==> src/hdl/pfc_pkg.sv <==
// constants and carrier types for the parallel flash bus controller
// Behaviour
// - read: host holds chip select and output gate low, write strobe high
// - command write: host drives write strobe and chip select low, output gate high
// - in short program mode one word programs with two writes, not four
// - host applies high voltage to accel pin only during accelerated programming
// - after leaving standby, read data is valid only after chip enable access time
// - host restarts an operation aborted by hardware reset; the controller does not restart it, the user reissues the request
// - host reads only after reset to read delay following hardware clear release
`default_nettype none
package pfc_pkg;
  timeunit 1ns;
  timeprecision 100ps;
  localparam int ADDR_W = 22;
  localparam int DATA_W = 16;
  localparam int SECT_W = 7;
  localparam int CLK_NS = 10;
  // named delays in ns; counts round up to whole cycles
  localparam int CE_ACCESS_NS  = 90;
  localparam int ADDR_ACC_NS   = 90;
  localparam int WRITE_LOW_NS  = 35;
  localparam int WRITE_HIGH_NS = 30;
  localparam int RESET_PULSE_NS = 500;
  localparam int RESET_READ_NS  = 50;
  localparam int CE_ACCESS_CYC  = (CE_ACCESS_NS + CLK_NS - 1) / CLK_NS;
  localparam int ADDR_ACC_CYC   = (ADDR_ACC_NS + CLK_NS - 1) / CLK_NS;
  localparam int WRITE_LOW_CYC  = (WRITE_LOW_NS + CLK_NS - 1) / CLK_NS;
  localparam int WRITE_HIGH_CYC = (WRITE_HIGH_NS + CLK_NS - 1) / CLK_NS;
  localparam int RESET_PULSE_CYC = (RESET_PULSE_NS + CLK_NS - 1) / CLK_NS;
  localparam int RESET_READ_CYC  = (RESET_READ_NS + CLK_NS - 1) / CLK_NS;
  localparam int CNT_W = 8;
  // unlock addresses, plus unlock and command codes on the data bus
  localparam logic [ADDR_W-1:0] UNLOCK_ADDR1 = 22'h000555;
  localparam logic [ADDR_W-1:0] UNLOCK_ADDR2 = 22'h0002AA;
  localparam logic [DATA_W-1:0] UNLOCK_DATA1 = 16'h00AA;
  localparam logic [DATA_W-1:0] UNLOCK_DATA2 = 16'h0055;
  localparam logic [DATA_W-1:0] CMD_PROGRAM  = 16'h00A0;
  localparam logic [DATA_W-1:0] CMD_AUTOSEL  = 16'h0090;
  localparam logic [DATA_W-1:0] CMD_ERASE    = 16'h0080;
  localparam logic [DATA_W-1:0] CMD_CHIP_ER  = 16'h0010;
  localparam logic [DATA_W-1:0] CMD_SECT_ER  = 16'h0030;
  localparam logic [DATA_W-1:0] CMD_BYPASS   = 16'h0020;
  localparam logic [DATA_W-1:0] CMD_RESET    = 16'h00F0;
  localparam logic [DATA_W-1:0] BYPASS_EXIT1 = 16'h0090;
  localparam logic [DATA_W-1:0] BYPASS_EXIT2 = 16'h0000;
  localparam logic [3:0] SEQ_MAX = 4'h6;

  typedef enum logic [3:0] {
    OP_READ    = 4'h0,
    OP_WRITE   = 4'h1,
    OP_PROGRAM = 4'h2,
    OP_ERASE_SECT = 4'h3,
    OP_ERASE_CHIP = 4'h4,
    OP_AUTOSEL = 4'h5,
    OP_BYPASS_ON  = 4'h6,
    OP_BYPASS_PROG = 4'h7,
    OP_BYPASS_OFF = 4'h8,
    OP_RESET_CMD  = 4'h9,
    OP_HW_RESET   = 4'hA,
    OP_ERASE_MORE = 4'hB
  } pfc_op_type;

  typedef struct packed {
    pfc_op_type        op;
    logic [ADDR_W-1:0] addr;
    logic [DATA_W-1:0] data;
  } pfc_req_type;

  typedef struct packed {
    logic              ce_n;
    logic              oe_n;
    logic              we_n;
    logic              clear_n;
    logic              accel_hv;
    logic [ADDR_W-1:0] addr;
    logic [DATA_W-1:0] dq_out;
    logic              dq_oe;
  } pfc_pins_type;
endpackage : pfc_pkg
`default_nettype wire

==> src/hdl/pfc_seq_rom.sv <==
// command sequence table: bus cycle k of an operation
`default_nettype none
module pfc_seq_rom
  import pfc_pkg::*;
(
  // selection
  input  wire pfc_op_type        op,
  input  wire logic [3:0]        step,
  input  wire logic [ADDR_W-1:0] user_addr,
  input  wire logic [DATA_W-1:0] user_data,
  // cycle content
  output logic [ADDR_W-1:0]      addr,
  output logic [DATA_W-1:0]      data,
  output logic [3:0]             count
);
  timeunit 1ns;
  timeprecision 100ps;
  logic [SECT_W-1:0] sect;
  assign sect = user_addr[ADDR_W-1 -: SECT_W];

  always_comb
  begin
    addr  = UNLOCK_ADDR1;
    data  = UNLOCK_DATA1;
    count = 4'h1;
    if (step == 4'h1)
    begin
      addr = UNLOCK_ADDR2;
      data = UNLOCK_DATA2;
    end
    unique case (op)
      OP_WRITE:
      begin
        addr = user_addr;
        data = user_data;
      end
      OP_PROGRAM:
      begin
        count = 4'h4;
        if (step == 4'h2) data = CMD_PROGRAM;
        if (step == 4'h3)
        begin
          addr = user_addr;
          data = user_data;
        end
      end
      OP_AUTOSEL, OP_BYPASS_ON:
      begin
        count = 4'h3;
        if (step == 4'h2) data = (op == OP_AUTOSEL) ? CMD_AUTOSEL : CMD_BYPASS;
      end
      OP_ERASE_SECT, OP_ERASE_CHIP:
      begin
        count = SEQ_MAX;
        if (step == 4'h2) data = CMD_ERASE;
        if (step == 4'h4)
        begin
          addr = UNLOCK_ADDR2;
          data = UNLOCK_DATA2;
        end
        if (step == 4'h5)
        begin
          addr = (op == OP_ERASE_SECT) ? {sect, {(ADDR_W-SECT_W){1'b0}}} : UNLOCK_ADDR1;
          data = (op == OP_ERASE_SECT) ? CMD_SECT_ER : CMD_CHIP_ER;
        end
      end
      OP_ERASE_MORE:
      begin
        addr = {sect, {(ADDR_W-SECT_W){1'b0}}};
        data = CMD_SECT_ER;
      end
      OP_BYPASS_PROG:
      begin
        count = 4'h2;
        data = (step == 4'h0) ? CMD_PROGRAM : user_data;
        addr = (step == 4'h0) ? user_addr : user_addr;
      end
      OP_BYPASS_OFF:
      begin
        count = 4'h2;
        addr = user_addr;
        data = (step == 4'h0) ? BYPASS_EXIT1 : BYPASS_EXIT2;
      end
      OP_RESET_CMD:
      begin
        addr = user_addr;
        data = CMD_RESET;
      end
      default:
      begin
        addr = user_addr;
        data = user_data;
      end
    endcase
  end
endmodule : pfc_seq_rom
`default_nettype wire

==> src/hdl/pfc_ctrl.sv <==
// host-side bus controller driving the flash strobes, address and data
`default_nettype none
module pfc_ctrl
  import pfc_pkg::*;
(
  // clock and reset
  input  wire logic              clk,
  input  wire logic              rst,
  // user request
  input  wire logic              req_valid,
  input  wire pfc_req_type       req,
  output logic                   req_ready,
  // user answer
  output logic                   rd_valid,
  output logic [DATA_W-1:0]      rd_data,
  output logic                   in_bypass,
  // flash pins
  output logic                   chip_select_n,
  output logic                   output_gate_n,
  output logic                   write_strobe_n,
  output logic                   hardware_clear_n,
  output logic                   accel_pin,
  output logic [ADDR_W-1:0]      addr_out,
  output logic [DATA_W-1:0]      data_o,
  output logic                   data_oe,
  input  wire logic [DATA_W-1:0] data_i,
  input  wire logic              done_busy_flag
);
  timeunit 1ns;
  timeprecision 100ps;
  typedef enum logic [6:0] {
    ST_IDLE  = 7'b0000001,
    ST_RSETUP = 7'b0000010,
    ST_RWAIT = 7'b0000100,
    ST_WLOW  = 7'b0001000,
    ST_WHIGH = 7'b0010000,
    ST_CLR   = 7'b0100000,
    ST_CLRW  = 7'b1000000
  } pfc_state_type;

  typedef struct packed {
    pfc_state_type     st;
    pfc_req_type       cur;
    logic [3:0]        step;
    logic [CNT_W-1:0]  cnt;
    logic              bypass;
    logic              ready;
    logic              rvalid;
    logic [DATA_W-1:0] rdata;
    pfc_pins_type      pins;
  } pfc_regs_type;

  pfc_regs_type r;
  pfc_regs_type next_r;
  logic [ADDR_W-1:0] seq_addr;
  logic [DATA_W-1:0] seq_data;
  logic [3:0]        seq_count;

  pfc_seq_rom u_rom (
    .op        (r.cur.op),
    .step      (r.step),
    .user_addr (r.cur.addr),
    .user_data (r.cur.data),
    .addr      (seq_addr),
    .data      (seq_data),
    .count     (seq_count)
  );

  localparam pfc_pins_type PINS_IDLE = '{ce_n: 1'b1, oe_n: 1'b1, we_n: 1'b1,
    clear_n: 1'b1, accel_hv: 1'b0, addr: '0, dq_out: '0, dq_oe: 1'b0};
  // one constant, so the strobes never pass through zero while reset lands
  localparam pfc_regs_type REGS_RESET = '{st: ST_IDLE,
    cur: '{op: OP_READ, addr: '0, data: '0}, step: 4'h0, cnt: '0, bypass: 1'b0,
    ready: 1'b1, rvalid: 1'b0, rdata: '0, pins: PINS_IDLE};

  always_comb
  begin
    next_r        = r;
    next_r.rvalid = 1'b0;
    unique case (r.st)
      ST_IDLE:
      begin
        next_r.pins.ce_n = 1'b1;
        next_r.pins.oe_n = 1'b1;
        next_r.pins.we_n = 1'b1;
        next_r.pins.dq_oe = 1'b0;
        if (req_valid && r.ready)
        begin
          next_r.cur   = req;
          next_r.step  = 4'h0;
          next_r.ready = 1'b0;
          next_r.cnt   = '0;
          // high voltage only around bypass programming
          next_r.pins.accel_hv = (req.op == OP_BYPASS_PROG);
          if (req.op == OP_HW_RESET)
          begin
            next_r.pins.clear_n = 1'b0;
            next_r.st = ST_CLR;
          end
          else if (req.op == OP_READ)
          begin
            next_r.pins.addr = req.addr;
            next_r.pins.ce_n = 1'b0;
            next_r.st = ST_RSETUP;
          end
          else
            next_r.st = ST_WLOW;
        end
      end
      ST_RSETUP:
      begin
        next_r.pins.oe_n = 1'b0;
        next_r.pins.we_n = 1'b1;
        next_r.st = ST_RWAIT;
      end
      ST_RWAIT:
      begin
        next_r.cnt = r.cnt + 1'b1;
        // chip select fell from standby, so wait the longer of both accesses
        if (r.cnt >= CNT_W'(CE_ACCESS_CYC > ADDR_ACC_CYC ? CE_ACCESS_CYC
                                                          : ADDR_ACC_CYC))
        begin
          next_r.rdata  = data_i;
          next_r.rvalid = 1'b1;
          next_r.pins.oe_n = 1'b1;
          next_r.pins.ce_n = 1'b1;
          next_r.ready  = 1'b1;
          next_r.st     = ST_IDLE;
        end
      end
      ST_WLOW:
      begin
        next_r.pins.addr   = seq_addr;
        next_r.pins.dq_out = seq_data;
        next_r.pins.dq_oe  = 1'b1;
        next_r.pins.oe_n   = 1'b1;
        next_r.pins.ce_n   = 1'b0;
        next_r.pins.we_n   = 1'b0;
        next_r.cnt = r.cnt + 1'b1;
        if (r.cnt >= CNT_W'(WRITE_LOW_CYC))
        begin
          next_r.pins.we_n = 1'b1;
          next_r.cnt = '0;
          next_r.st  = ST_WHIGH;
        end
      end
      ST_WHIGH:
      begin
        next_r.cnt = r.cnt + 1'b1;
        if (r.cnt >= CNT_W'(WRITE_HIGH_CYC))
        begin
          next_r.cnt  = '0;
          next_r.step = r.step + 4'h1;
          if (r.step + 4'h1 >= seq_count)
          begin
            // deselect now; device finishes any program or erase itself
            next_r.pins.ce_n  = 1'b1;
            next_r.pins.dq_oe = 1'b0;
            next_r.pins.accel_hv = 1'b0;
            if (r.cur.op == OP_BYPASS_ON) next_r.bypass = 1'b1;
            if (r.cur.op == OP_BYPASS_OFF || r.cur.op == OP_RESET_CMD) next_r.bypass = 1'b0;
            next_r.ready = 1'b1;
            next_r.st = ST_IDLE;
          end
          else
            next_r.st = ST_WLOW;
        end
      end
      ST_CLR:
      begin
        next_r.pins.ce_n  = 1'b1;
        next_r.pins.oe_n  = 1'b1;
        next_r.pins.we_n  = 1'b1;
        next_r.pins.dq_oe = 1'b0;
        next_r.pins.accel_hv = 1'b0;
        next_r.cnt = r.cnt + 1'b1;
        if (r.cnt >= CNT_W'(RESET_PULSE_CYC))
        begin
          next_r.pins.clear_n = 1'b1;
          next_r.cnt = '0;
          next_r.bypass = 1'b0;
          next_r.st = ST_CLRW;
        end
      end
      ST_CLRW:
      begin
        if (r.cnt < CNT_W'(RESET_READ_CYC))
          next_r.cnt = r.cnt + 1'b1;
        if (r.cnt >= CNT_W'(RESET_READ_CYC) && done_busy_flag)
        begin
          next_r.ready = 1'b1;
          next_r.st = ST_IDLE;
        end
      end
      default:
        next_r.st = ST_IDLE;
    endcase
  end

  always_ff @(posedge clk or posedge rst)
  begin
    if (rst)
    begin
      r <= REGS_RESET;
    end
    else
      r <= next_r;
  end

  assign req_ready        = r.ready;
  assign rd_valid         = r.rvalid;
  assign rd_data          = r.rdata;
  assign in_bypass        = r.bypass;
  assign chip_select_n    = r.pins.ce_n;
  assign output_gate_n    = r.pins.oe_n;
  assign write_strobe_n   = r.pins.we_n;
  assign hardware_clear_n = r.pins.clear_n;
  assign accel_pin        = r.pins.accel_hv;
  assign addr_out         = r.pins.addr;
  assign data_o           = r.pins.dq_out;
  assign data_oe          = r.pins.dq_oe;
endmodule : pfc_ctrl
`default_nettype wire

==> config.mk <==
export PLATFORM = sky130hd
export DESIGN_NAME = pfc_ctrl
export DESIGN_NICKNAME = d
export VERILOG_FILES = /design/src/hdl/pfc_pkg.sv /design/src/hdl/pfc_seq_rom.sv /design/src/hdl/pfc_ctrl.sv
export SDC_FILE = /design/constraint.sdc
export NUM_CORES = 1
export LEC_CHECK = 0
export BUFFER_PORTS_ARGS = -buffer_cell sky130_fd_sc_hd__buf_2
export CORE_UTILIZATION = 45
export DETAILED_ROUTE_END_ITERATION = 10
export HOLD_SLACK_MARGIN = 0.1
export PLACE_DENSITY = 0.66
export SLEW_MARGIN = 20
export SYNTH_ARGS = -nofsm -noshare
export SYNTH_HDL_FRONTEND = slang
export SYNTH_SLANG_ARGS = --single-unit
==> constraint.sdc <==
create_clock -name clk -period 4.8 [get_ports clk]
set_input_delay 0.48 -clock clk [delete_from_list [all_inputs] [get_ports clk]]
set_output_delay 0.48 -clock clk [all_outputs]
set_load 0.05 [all_outputs]
# After elaboration in Yosys (flattened, before gate mapping)
# Cells that the tools add are included.
# Widths: inputs -> output; s select.
dict set report word_totals {
  input_bits 62
  word_cells 161
  output_inout_bits 63
  register_bits 124
}
dict set report classes {
  order_cmp 7
  muxes 64
  n_reduce_logical 35
  addsub 2
  n_eq_ne 35
}
# operator n
set op_table {}
lappend op_table {{$mux 22} 6}
lappend op_table {{$pmux 16 s7} 1}
lappend op_table {{$pmux 22 s4} 1}
lappend op_table {{$mux 16} 4}
lappend op_table {{$mux 8} 8}
lappend op_table {{$mux 61} 1}
lappend op_table {{$pmux 7 s7} 1}
lappend op_table {{$pmux 8 s6} 1}
lappend op_table {{$pmux 22 s2} 1}
lappend op_table {{$mux 7} 6}
lappend op_table {{$eq 4x3->1 const B} 7}
lappend op_table {{$mux 24} 1}
lappend op_table {{$ne 2x2->1 const B} 11}
lappend op_table {{$mux 20} 1}
lappend op_table {{$mux 17} 1}
lappend op_table {{$eq 4x2->1 const B} 4}
lappend op_table {{$eq 4x4->1 const B} 4}
lappend op_table {{$ge 8x3->1 const B} 2}
lappend op_table {{$reduce_and 4->1} 4}
lappend op_table {{$mux 1} 14}
lappend op_table {{$mux 14} 1}
lappend op_table {{$pmux 3 s4} 1}
lappend op_table {{$reduce_and 6->1} 2}
lappend op_table {{$mux 11} 1}
lappend op_table {{other kinds (38)} 59}

# Depth between registers and ports, before layout
# Gate-level depths: netlist of run 1.
dict set report logic_depth {
  ltp_word 7
  ltp_mapped 11
  ltp_nobuf 10
}

# Modules after synthesis
# From an unflattened synthesis of run 1, not the netlist that was laid out.
dict set report hier_totals {
  cells_unflattened 764
  hier_area_um2 7174.4
}
# mod cells_per_inst n_inst area_each_um2 seq_area_each_um2
set modules_own_cells {}
lappend modules_own_cells {pfc_ctrl 585 1 6070.8 3110.5}
lappend modules_own_cells {pfc_seq_rom 179 1 1103.6 0.0}

# Worst setup path before layout of run 1
# No wires, ideal clock.
dict set report synth_path {
  path_kind {reg2reg}
  start {reg r[114] (netlist bit)}
  end {reg r (netlist bit in_bypass)}
  n_path_buf 2
  arrival_time_ns 2.717
  synth_period_minus_slack_ns 2.841
  setup_slack_ns 1.959
  setup_time_ns 0.125
  path_stages_with_launch 12
  required_ns 4.675
  cell_sequence {dfrtp_1 clkbuf_1 clkbuf_1 or3_1 a21oi_1 nor2_1 ha_1 nand2b_1 a21o_1 a2111o_1 o21ai_0 mux2_2}
}
dict set report synth_between {
  elab_chain_cells 6
  elab_cells_between_ends 21
  cone_classes {order compare: 1; eq/ne: 10; mux: 5; reduce/logical: 5}
}
# item line
set synth_lines {}
lappend synth_lines {{start: declaration} pfc_ctrl.sv:53} ;# pfc_regs_type r;
lappend synth_lines {{start signal: assignment} pfc_ctrl.sv:207} ;# r <= next_r;
lappend synth_lines {{$eq 4x4->1, or another cell as far along} {pfc_seq_rom.sv:31, pfc_ctrl.sv:161}}
lappend synth_lines {{$reduce_or 2->1 (no source line), or another cell as far along} --}
lappend synth_lines {{$pmux 3 s4 / $mux 1 (equally long branches)} {pfc_seq_rom.sv:31, pfc_ctrl.sv:161}}
lappend synth_lines {{$ge 4x4->1 / $mux 2 (equally long branches)} pfc_ctrl.sv:154} ;# if (r.step + 4'h1 >= seq_count)
lappend synth_lines {{$ne 2x2->1 (no source line) / $mux 14 (equally long branches)} --}
lappend synth_lines {{$reduce_and 5->1 (no source line) / $pmux 1 s2 (equally long branches)} --}
# Parallel ways exist; a longest one is shown, timed or not. The select of a mux whose other input is x is not followed.
# A chain may end at the register's enable or synchronous reset.

# Final worst setup path of run 1
dict set report layout_path {
  start {reg r[116] (netlist bit)}
  end {reg r (netlist bit accel_pin)}
}
dict set report layout_between {
  elab_chain_cells 6
  elab_cells_between_ends 14
  cone_classes {order compare: 1; eq/ne: 8; mux: 1; reduce/logical: 4}
}
# item line
set layout_lines {}
lappend layout_lines {{$eq 4x4->1, or another cell as far along} pfc_seq_rom.sv:31} ;# unique case (op)
lappend layout_lines {{$reduce_or 2->1, on equally long branches} --}
lappend layout_lines {{$pmux 3 s4 *} pfc_seq_rom.sv:31}
lappend layout_lines {{$ge 4x4->1 *} pfc_ctrl.sv:154}
lappend layout_lines {{$ne 2x2->1 (no source line) *} --}
lappend layout_lines {{$reduce_and 4->1 (no source line) *} --}
# Mark *: on every way between the ends. The rest lies on a longest branch, timed or not.

==> impl_metrics.ini, run 1 <==
[placement]
gp_congestion = 0.854
place.port_buffers = 124
dp_cells = 1030
dp_hpwl_um = 11400
place_ws_ps = 1720

[synth]
yosysWarningCount = 0
synth_cell_type_count = 73
synth_common_cells = nand2_1 (172), dfrtp_1 (118), buf_4 (54), nor2_1 (44), nand3_1 (38)
yosysSeqAreaShare_pct = 44.2
synth_flop_cell = dfrtp_1
synth_area_leaders = dfrtp_1 (42%), nand2_1 (9.2%), buf_4 (5.8%)
synth_area_per_cell_um2 = 8.90
synth_area_leader_cell = dfrtp_1
syn-instance-count = 791
yosysMostFrequentCell = nand2_1
async_flop_share_pct = 100
syn-num-nets = 863
yosysTopAreaCellShare_pct = 42.0
synth-edff-count = 0
synthesis.area_mm2 = 0.00704
ys_seq_elements = 124

[critical_path]
r2r_end = accel_pin$_DFFE_PP0P_
endpoint = accel_pin$_DFFE_PP0P_
critPathArrivalTime_ps = 3420
cp.required_ps = 5110
cp.depth = 9
critPathMaxStageDelay_ps = 650
worstPathCellList = nor3b_1 > nor2b_1 > nor2_1 > ha_1 > nand2b_1 > a21o_1 > a2111o_1 > nand3_1 > mux2_2
path_class = reg2reg
r2r-start = r[116]$_DFFE_PP0P_
path_buf_inv = 0
critical_path.slowest_cell = dfrtp_1
crit_family = simple AND/OR/NAND/NOR gates
worst_setup_path_start_kind = register
path_max_fanout = 16
endpoint_kind = register
cp-startpoint = r[116]$_DFFE_PP0P_
r2r_cells = 9
ff2ff_setup_slack_ps = 1690

[pwr]
ir_drop_v = 0.000246
p_leak_nw = 3.87
pwr_density_cell_mw_per_mm2 = 299

[drt]
detail_route.wl_per_cell_um = 15.5
drc = 0
drt_iter0_markers = 496
totalWireLength_um = 16400
drtAntennaViolNets = 0
via_per_inst = 5.39
drt_first_pass_iters = 5
vias = 5723

[sta]
max_freq_mhz = 321
finalHoldViolCount = 0
period_needed_ps = 3110
setup_tns_ps = 0
final.setup_skew_ps = 7.80
setup_viol = 0
setup_ws_ps = 1690
rsz0062_at_grt = no
worstMarginPinSlew_ps = 1020
slew_headroom_pct = 31.7
fin_crit_sh_pct = 64.8
drv_slew = 0

[flow_run]
cap_viol_max_count = 0

[global_route]
overflow = 0
track_usage_pct = 21.3
grt_pass1_vias = 5250
grt_pass1_wl_um = 27000
grt_max_degree = 53
antenna_found_initial = 0

[cts]
cts_buffers = 17
cts_root_buf = clkbuf_16
cts_sinks = 124
clockBufferDepth = 2
clk_pin_slew_ps = 50
cts_tree = yes
postCtsHoldBufs = 0
cts_max_level = 4
clk_latency_ps = 420
post_cts_buffers = 0
postCtsResizedCells = 0

[final_layout]
nFillCells = 1435
fin_nets = 910
drive_gt1_share_pct = 23.7
antenna_cells = 0
area_growth_pct = 12.4
fin_util_pct = 51.8
fin_cells = 1062

[floorplan]
start_util_pct = 46.1
core_area_mm2 = 0.0153
die-area_mm2 = 0.0161
die_height_um = 127
fp.dieW_um = 127
io_pins = 125
row_count = 45

[min_path]
min_path_type = in2async

[run_status]
status = completed
[per-layer routing]
layer,routed length (µm),vias up,GRT usage [%],part of all wire (%)
met5,0,-,0,0
met4,240,0,7.49,1.5
met3,946,21,5.32,5.8
met2,7370,171,32.3,45
met1,7850,2734,29.8,48
li1,-,2797,-,-
[final cells by class]
type / instances / area [µm²] / share of cell area (%)
multi-input cells: 550 / 3260 / 41.3
flip-flops and latches: 124 / 3110 / 39.3
clock buffers: 21 / 450 / 5.70
repair buffers: 130 / 666 / 8.42
inverters: 15 / 58.8 / 0.744
well taps: 211 / 264 / 3.34
clock inverters: 11 / 96.3 / 1.22
[cells in the final DEF (no fill, tap or decap), drive strengths merged, types with 6 or more instances in the layout]
cell type,synthesis,final
nand2b,10,10
inv,15,15
a211oi,7,7
clkbuf,33,21
ha,10,10
nor2,44,44
a31oi,17,17
a311oi,6,6
o211ai,10,10
dfstp,6,6
o21ai,38,38
or3,8,8
nor2b,8,8
buf,69,130
a21oi,30,30
a21o,11,11
nor3,16,16
mux2,21,21
and2,15,15
nand2,172,172
dfrtp,118,118
nor4,6,6
nand3,38,38
[state kept, by name, indices dropped and copies added (netlist names)]
name and count:
data_oe 1, rd_data 16, output_gate_n 1, req_ready 1, in_bypass 1, rd_valid 1
addr_out 22, hardware_clear_n 1, data_o 16, chip_select_n 1, write_strobe_n 1, r 61
accel_pin 1
[logic make-up (layout without fill, tap and decap cells)]
logic type               after synthesis  after routing  share of synthesized area, %
AND/OR/NAND/NOR                      352            352                          24.1
adder cells (fa/ha/maj)               10             10                          1.78
flip-flops                           124            124                          44.2
AO/OA/AOI/OAI                        159            159                          15.4
multiplexers                          22             22                          3.88
XOR/XNOR                               7              7                         0.871
buffers and inverters                117            177                          9.73
[worst min path at each step]
| stage | endpoint | slack, ps | cells past startpoint |
|---|---|---|---|
| floorplan | r[101]$_DFFE_PP0P_ | 440 | 2 |
| global placement | data_o[8]$_DFFE_PP0P_ | 450 | 2 |
| detailed placement | data_o[8]$_DFFE_PP0P_ | 450 | 2 |
| CTS | rd_data[12]$_DFFE_PP0P_ | 180 | 2 |
| global route | rd_data[12]$_DFFE_PP0P_ | 220 | 2 |
| finish | rd_data[12]$_DFFE_PP0P_ | 160 | 2 |
[stage by stage]
step / power, mW / area, µm² / hold slack, ps
after detailed placement: 1.21 / 7360 / 451
final: 2.37 / 7910 / 163
after global routing: 2.46 / 7910 / 224
after global placement: 1.21 / 7360 / 447
after CTS: 2.39 / 7910 / 177
after floorplan: 1.18 / 7040 / 438
[where the power goes]
group	switching, mW	internal [mW]
combinational	0.0865	0.0411
clock	0.457	0.720
sequential	0.00537	1.06
total	0.548	1.82
(Power assumes the default switching activity.)
==> run 2: changes to the inputs <==
==> constraint.sdc (replaced) <==
create_clock -name clk -period 3.3 [get_ports clk]
set_input_delay 0.33 -clock clk [delete_from_list [all_inputs] [get_ports clk]]
set_output_delay 0.33 -clock clk [all_outputs]
set_load 0.05 [all_outputs]
==> run 2 against run 1 <==
Sequential cell count is the same. Final area grew 2.0%. Global-route usage shrank 0.39 points. Register-to-register slack got worse by 1300 ps. Total power rose by 49%. Die area unchanged. Critical path depth is the same. Sequential power up 46%. Largest power group unchanged. Clock-buffer cell count did not move. Wire length is 1.8% lower. Core utilization grew 1.0 points. Sequential share of layout area shrank 0.76 points.
==> impl_metrics.ini, run 2 (synthesis results as in run 1) <==
[pwr]
p_leak_nw = 3.95
ir_drop_v = 0.000392
pwr_density_cell_mw_per_mm2 = 438
fin_total_pwr_mw = 3.54

[global_route]
grt_max_degree = 125
track_usage_pct = 21.0
grt_pass1_wl_um = 26600
antenna_found_initial = 0
grt_pass1_vias = 5239
overflow = 0

[critical_path]
worstPathCellList = nor3b_1 > nor2b_1 > nor2_1 > ha_1 > nand2b_1 > a21o_1 > a2111o_1 > nand3_1 > mux2_2
cp.required_ps = 3600
worst_setup_path_start_kind = register
endpoint_kind = register
crit_family = simple AND/OR/NAND/NOR gates
path_buf_inv = 0
critPathArrivalTime_ps = 3240
path_max_fanout = 11
critical_path.slowest_cell = a2111o_1
path_class = reg2reg
critPathMaxStageDelay_ps = 500

[cts]
postCtsHoldBufs = 5
cts_root_buf = clkbuf_16
cts_buffers = 17
clk_pin_slew_ps = 60
cts_max_level = 4
cts_tree = yes
post_cts_buffers = 0
cts_sinks = 124
clk_latency_ps = 420
clockBufferDepth = 2
postCtsResizedCells = 0

[final_layout]
fin_util_pct = 52.8
layout_common_cells = nand2_1 (172), buf_2 (124), dfrtp_1 (118), nor2_1 (44), nand3_1 (38)
area_growth_pct = 14.6
fin_area_mm2 = 0.00806
multi_input_area_mm2 = 0.00326
largest-register = r
nFillCells = 1452
largest_reg_flops = 61
drive_gt1_share_pct = 24.4
final_common_cell = nand2_1
fin_nets = 924
antenna_cells = 0
seqCellArea_mm2 = 0.00311

[sta]
worstMarginPinSlew_ps = 984
drv_slew = 0
finalHoldViolCount = 0
fin_crit_sh_pct = 89.0
final.setup_skew_ps = 7.75
setup_viol = 0
rsz0062_at_grt = no
max_freq_mhz = 340
slew_headroom_pct = 34.4
setup_tns_ps = 0
period_needed_ps = 2940

[floorplan]
io_pins = 125
start_util_pct = 46.1
fp.dieW_um = 127
row_count = 45
core_area_mm2 = 0.0153
die-area_mm2 = 0.0161
die_height_um = 127

[drt]
drt_first_pass_iters = 5
via_per_inst = 5.39
detail_route.wl_per_cell_um = 15.0
drtAntennaViolNets = 0
totalWireLength_um = 16100
drt_iter0_markers = 453
drc = 0
vias = 5796

[run_status]
status = completed

[placement]
dp_hpwl_um = 11000
gp_congestion = 0.820
place.port_buffers = 124
placed_area_mm2 = 0.00744

[flow_run]
cap_viol_max_count = 0

[min_path]
min_path_type = in2async
-- run 2: cell type report --
class / count / share of cell area (%)
multi-input combinational: 550 / 40.5
sequential: 124 / 38.6
timing repair buffer: 144 / 9.87
clock buffer: 21 / 5.59
tap: 211 / 3.27
clock inverter: 11 / 1.49
inverter: 15 / 0.745
-- run 2: power breakdown --
group | internal (mW) | total, mW | switching (mW)
Combinational | 0.0645 | 0.189 | 0.124
Clock | 1.13 | 1.80 | 0.675
Sequential | 1.54 | 1.55 | 0.00788
-- run 2: worst paths after layout --
kind	from	end	slack (ps)	depth (start not counted)
max in group asynchronous	rst	r[64]$_DFFE_PP0P_	2690	3
min in group clk	req[2]	r[77]$_DFFE_PP0P_	110	3
hold reg to reg	data_o[13]$_DFFE_PP0P_	data_o[13]$_DFFE_PP0P_	460	2
setup / recovery	r[114]$_DFFE_PP0P_	accel_pin$_DFFE_PP0P_	360	9
hold / removal	rst	addr_out[4]$_DFFE_PP0P_	100	3
setup reg to reg	r[114]$_DFFE_PP0P_	accel_pin$_DFFE_PP0P_	360	9
-- run 2: per-layer routing --
metal,up-vias,track usage [%],part of all wire (%),wire (µm)
met1,2777,29.9,49,7820
met4,0,7.98,1.6,258
met2,177,31.6,45,7260
met5,-,0,0,0
li1,2823,-,-,-
met3,19,3.98,4.8,775
-- run 2: worst min-delay path, delay by kind of cell --
kind / cells / cell delay (ps)
buffers and inverters: 3 / 660
-- run 2: through the flow --
| step | hold WS, ps | std cells | setup slack (ps) |
|---|---|---|---|
| floorplan | 438 | 791 | 459 |
| global placement | 447 | 1039 | 447 |
| detailed placement | 451 | 1039 | 390 |
| CTS | 102 | 1076 | 366 |
| global route | 108 | 1076 | 221 |
| finish | 101 | 1076 | 363 |
==> run 3: changes to the inputs <==
--- a/config.mk
+++ b/config.mk
@@ -5,6 +5,7 @@
 export SDC_FILE = /design/constraint.sdc
 export NUM_CORES = 1
 export LEC_CHECK = 0
+export ABC_AREA = 1
 export BUFFER_PORTS_ARGS = -buffer_cell sky130_fd_sc_hd__buf_2
 export CORE_UTILIZATION = 45
 export DETAILED_ROUTE_END_ITERATION = 10
==> run 3 against run 2 <==
Largest cell class unchanged. Via count increased by 13%. Largest power group unchanged. Sequential power about the same. Global-route usage increased by 2.3 points. Critical path depth increased by 1. Combinational power fell by 49%.
==> impl_metrics.ini, run 3 <==
[final_layout]
largest-register = r
drive_gt1_share_pct = 21.1
largest_reg_flops = 61
area_growth_pct = 15.1
final_common_cell = nand2_1
nFillCells = 1562
fin_cells = 1323
layout_common_cells = nand2_1 (391), buf_2 (124), dfrtp_1 (118), nor2_1 (73), nand3_1 (73)
fin_nets = 1165

[sta]
max_freq_mhz = 423
slew_headroom_pct = 47.0
period_needed_ps = 2360
final.setup_skew_ps = 5.82
finalHoldViolCount = 0
drv_slew = 0
worstMarginPinSlew_ps = 794
setup_tns_ps = 0
fin_crit_sh_pct = 71.6
setup_ws_ps = 937
rsz0062_at_grt = no
hold_ws_ps = 115
setup_viol = 0

[drt]
totalWireLength_um = 18200
drtAntennaViolNets = 0
detail_route.wl_per_cell_um = 13.8
vias = 6538
drc = 0
drt_iter0_markers = 464
drt_first_pass_iters = 5
via_per_inst = 4.94

[floorplan]
start_util_pct = 46.3
core_area_mm2 = 0.0159
io_pins = 125
die-area_mm2 = 0.0169
die_height_um = 130
row_count = 46
fp.dieW_um = 130

[cts]
clk_pin_slew_ps = 60
cts_buffers = 17
cts_max_level = 4
cts_sinks = 124
cts_root_buf = clkbuf_16
post_cts_buffers = 0
clockBufferDepth = 2
cts_tree = yes
clk_latency_ps = 420

[critical_path]
cp.required_ps = 3640
r2r_end = addr_out[12]$_DFFE_PP0P_
ff2ff_setup_slack_ps = 940
path_class = reg2reg
r2r_cells = 10
path_max_fanout = 21
r2r-start = r[122]$_DFFE_PP0P_
critPathArrivalTime_ps = 2700
endpoint_kind = register
cp-startpoint = r[122]$_DFFE_PP0P_
worst_setup_path_start_kind = register

[synth]
yosysWarningCount = 0
syn-num-nets = 1085
async_flop_share_pct = 100
yosysSeqAreaShare_pct = 42.1
syn-instance-count = 1013
synth-edff-count = 0
synth_flop_cell = dfrtp_1
synth_area_leader_cell = dfrtp_1
yosysTopAreaCellShare_pct = 40.0
synth_area_leaders = dfrtp_1 (40%), nand2_1 (20%), buf_4 (6.1%)
yosysMostFrequentCell = nand2_1
synthesis.area_mm2 = 0.00739
ys_seq_elements = 124
synth_common_cells = nand2_1 (391), dfrtp_1 (118), nand3_1 (73), nor2_1 (73), inv_1 (71)
synth_cell_type_count = 36
synth_area_per_cell_um2 = 7.29

[placement]
dp_hpwl_um = 13000
dp_cells = 1276
gp_congestion = 0.924
place.port_buffers = 124
place_ws_ps = 937

[pwr]
p_leak_nw = 4.54
fin_total_pwr_mw = 3.46
pwr_density_cell_mw_per_mm2 = 406
ir_drop_v = 0.000386

[global_route]
grt_pass1_wl_um = 30200
grt_max_degree = 61
overflow = 0
antenna_found_initial = 2
track_usage_pct = 23.3
grt_pass1_vias = 6191

[run_status]
status = completed

[flow_run]
cap_viol_max_count = 0

[min_path]
hold_depth = 3
hold_end = r[90]$_DFFE_PP0P_
min_path_type = in2reg
hp-start = req[15]
==> run 3: kinds of logic after synthesis <==
family          count (synthesis)  share of synthesized area, %
fa+ha+maj                      10                          1.69
simple gates                  602                          35.5
flops                         124                          42.1
xor+xnor                        6                         0.711
buf+inv                       172                          12.3
compound gates                 99                          7.64
==> run 3: worst max path at each step <==
stage                                           to  slack (ps)  depth (start not counted)
final                     addr_out[12]$_DFFE_PP0P_         940                         10
after global routing         in_bypass$_DFFE_PP0P_         660                         18
after CTS                 addr_out[12]$_DFFE_PP0P_         910                         10
after detailed placement  addr_out[11]$_DFFE_PP0P_         940                         10
after global placement    addr_out[12]$_DFFE_PP0P_         980                         10
after floorplan              in_bypass$_DFFE_PP0P_        1180                         18
==> run 3: metrics by stage <==
stage               utilization (%)  area, µm²
floorplan                         -       7390
global placement               48.8       7780
detailed placement             48.8       7780
CTS                            53.3       8500
global route                   53.3       8500
finish                         53.3       8500
==> run 3: critical path, cell delays in order (launching register included) <==
cell	delay (ps)
dfrtp_1	400
nor2_2	170
nand2_2	130
nor2_1	270
nand2_1	500
inv_1	200
nor2_1	50
buf_4	230
inv_1	150
nor2_1	70
a21oi_1	120
==> run 3: final cells by class <==
cell class                 count  area [µm²]  area share [%]
multi-input combinational    717        3370            39.6
sequential                   124        3110            36.6
timing repair buffer         148         848            9.97
clock buffer                  21         460            5.41
inverter                      85         323            3.80
tap                          216         270            3.18
clock inverter                11         118            1.38
antenna                        1        2.50          0.0294
==> run 3: repair_timing <==
item,4_1_cts,5_1_grt
gates resized for setup,0,0
endpoints found under the hold margin,23,0
endpoints found under the setup margin,0,0
hold buffers,14,0
==> run 3: power breakdown <==
| group | internal, mW | total [mW] | switching (mW) |
|---|---|---|---|
| clock network | 1.15 | 1.84 | 0.691 |
| logic | 0.0428 | 0.0960 | 0.0532 |
| registers | 1.52 | 1.52 | 0 |
| total | 2.71 | 3.46 | 0.744 |
==> run 3: layer usage <==
layer	GRT usage, %	part of all wire, %
met1	29.2	45
met2	38.2	47
met3	6.27	5.9
met4	8.89	2.2
met5	0	0
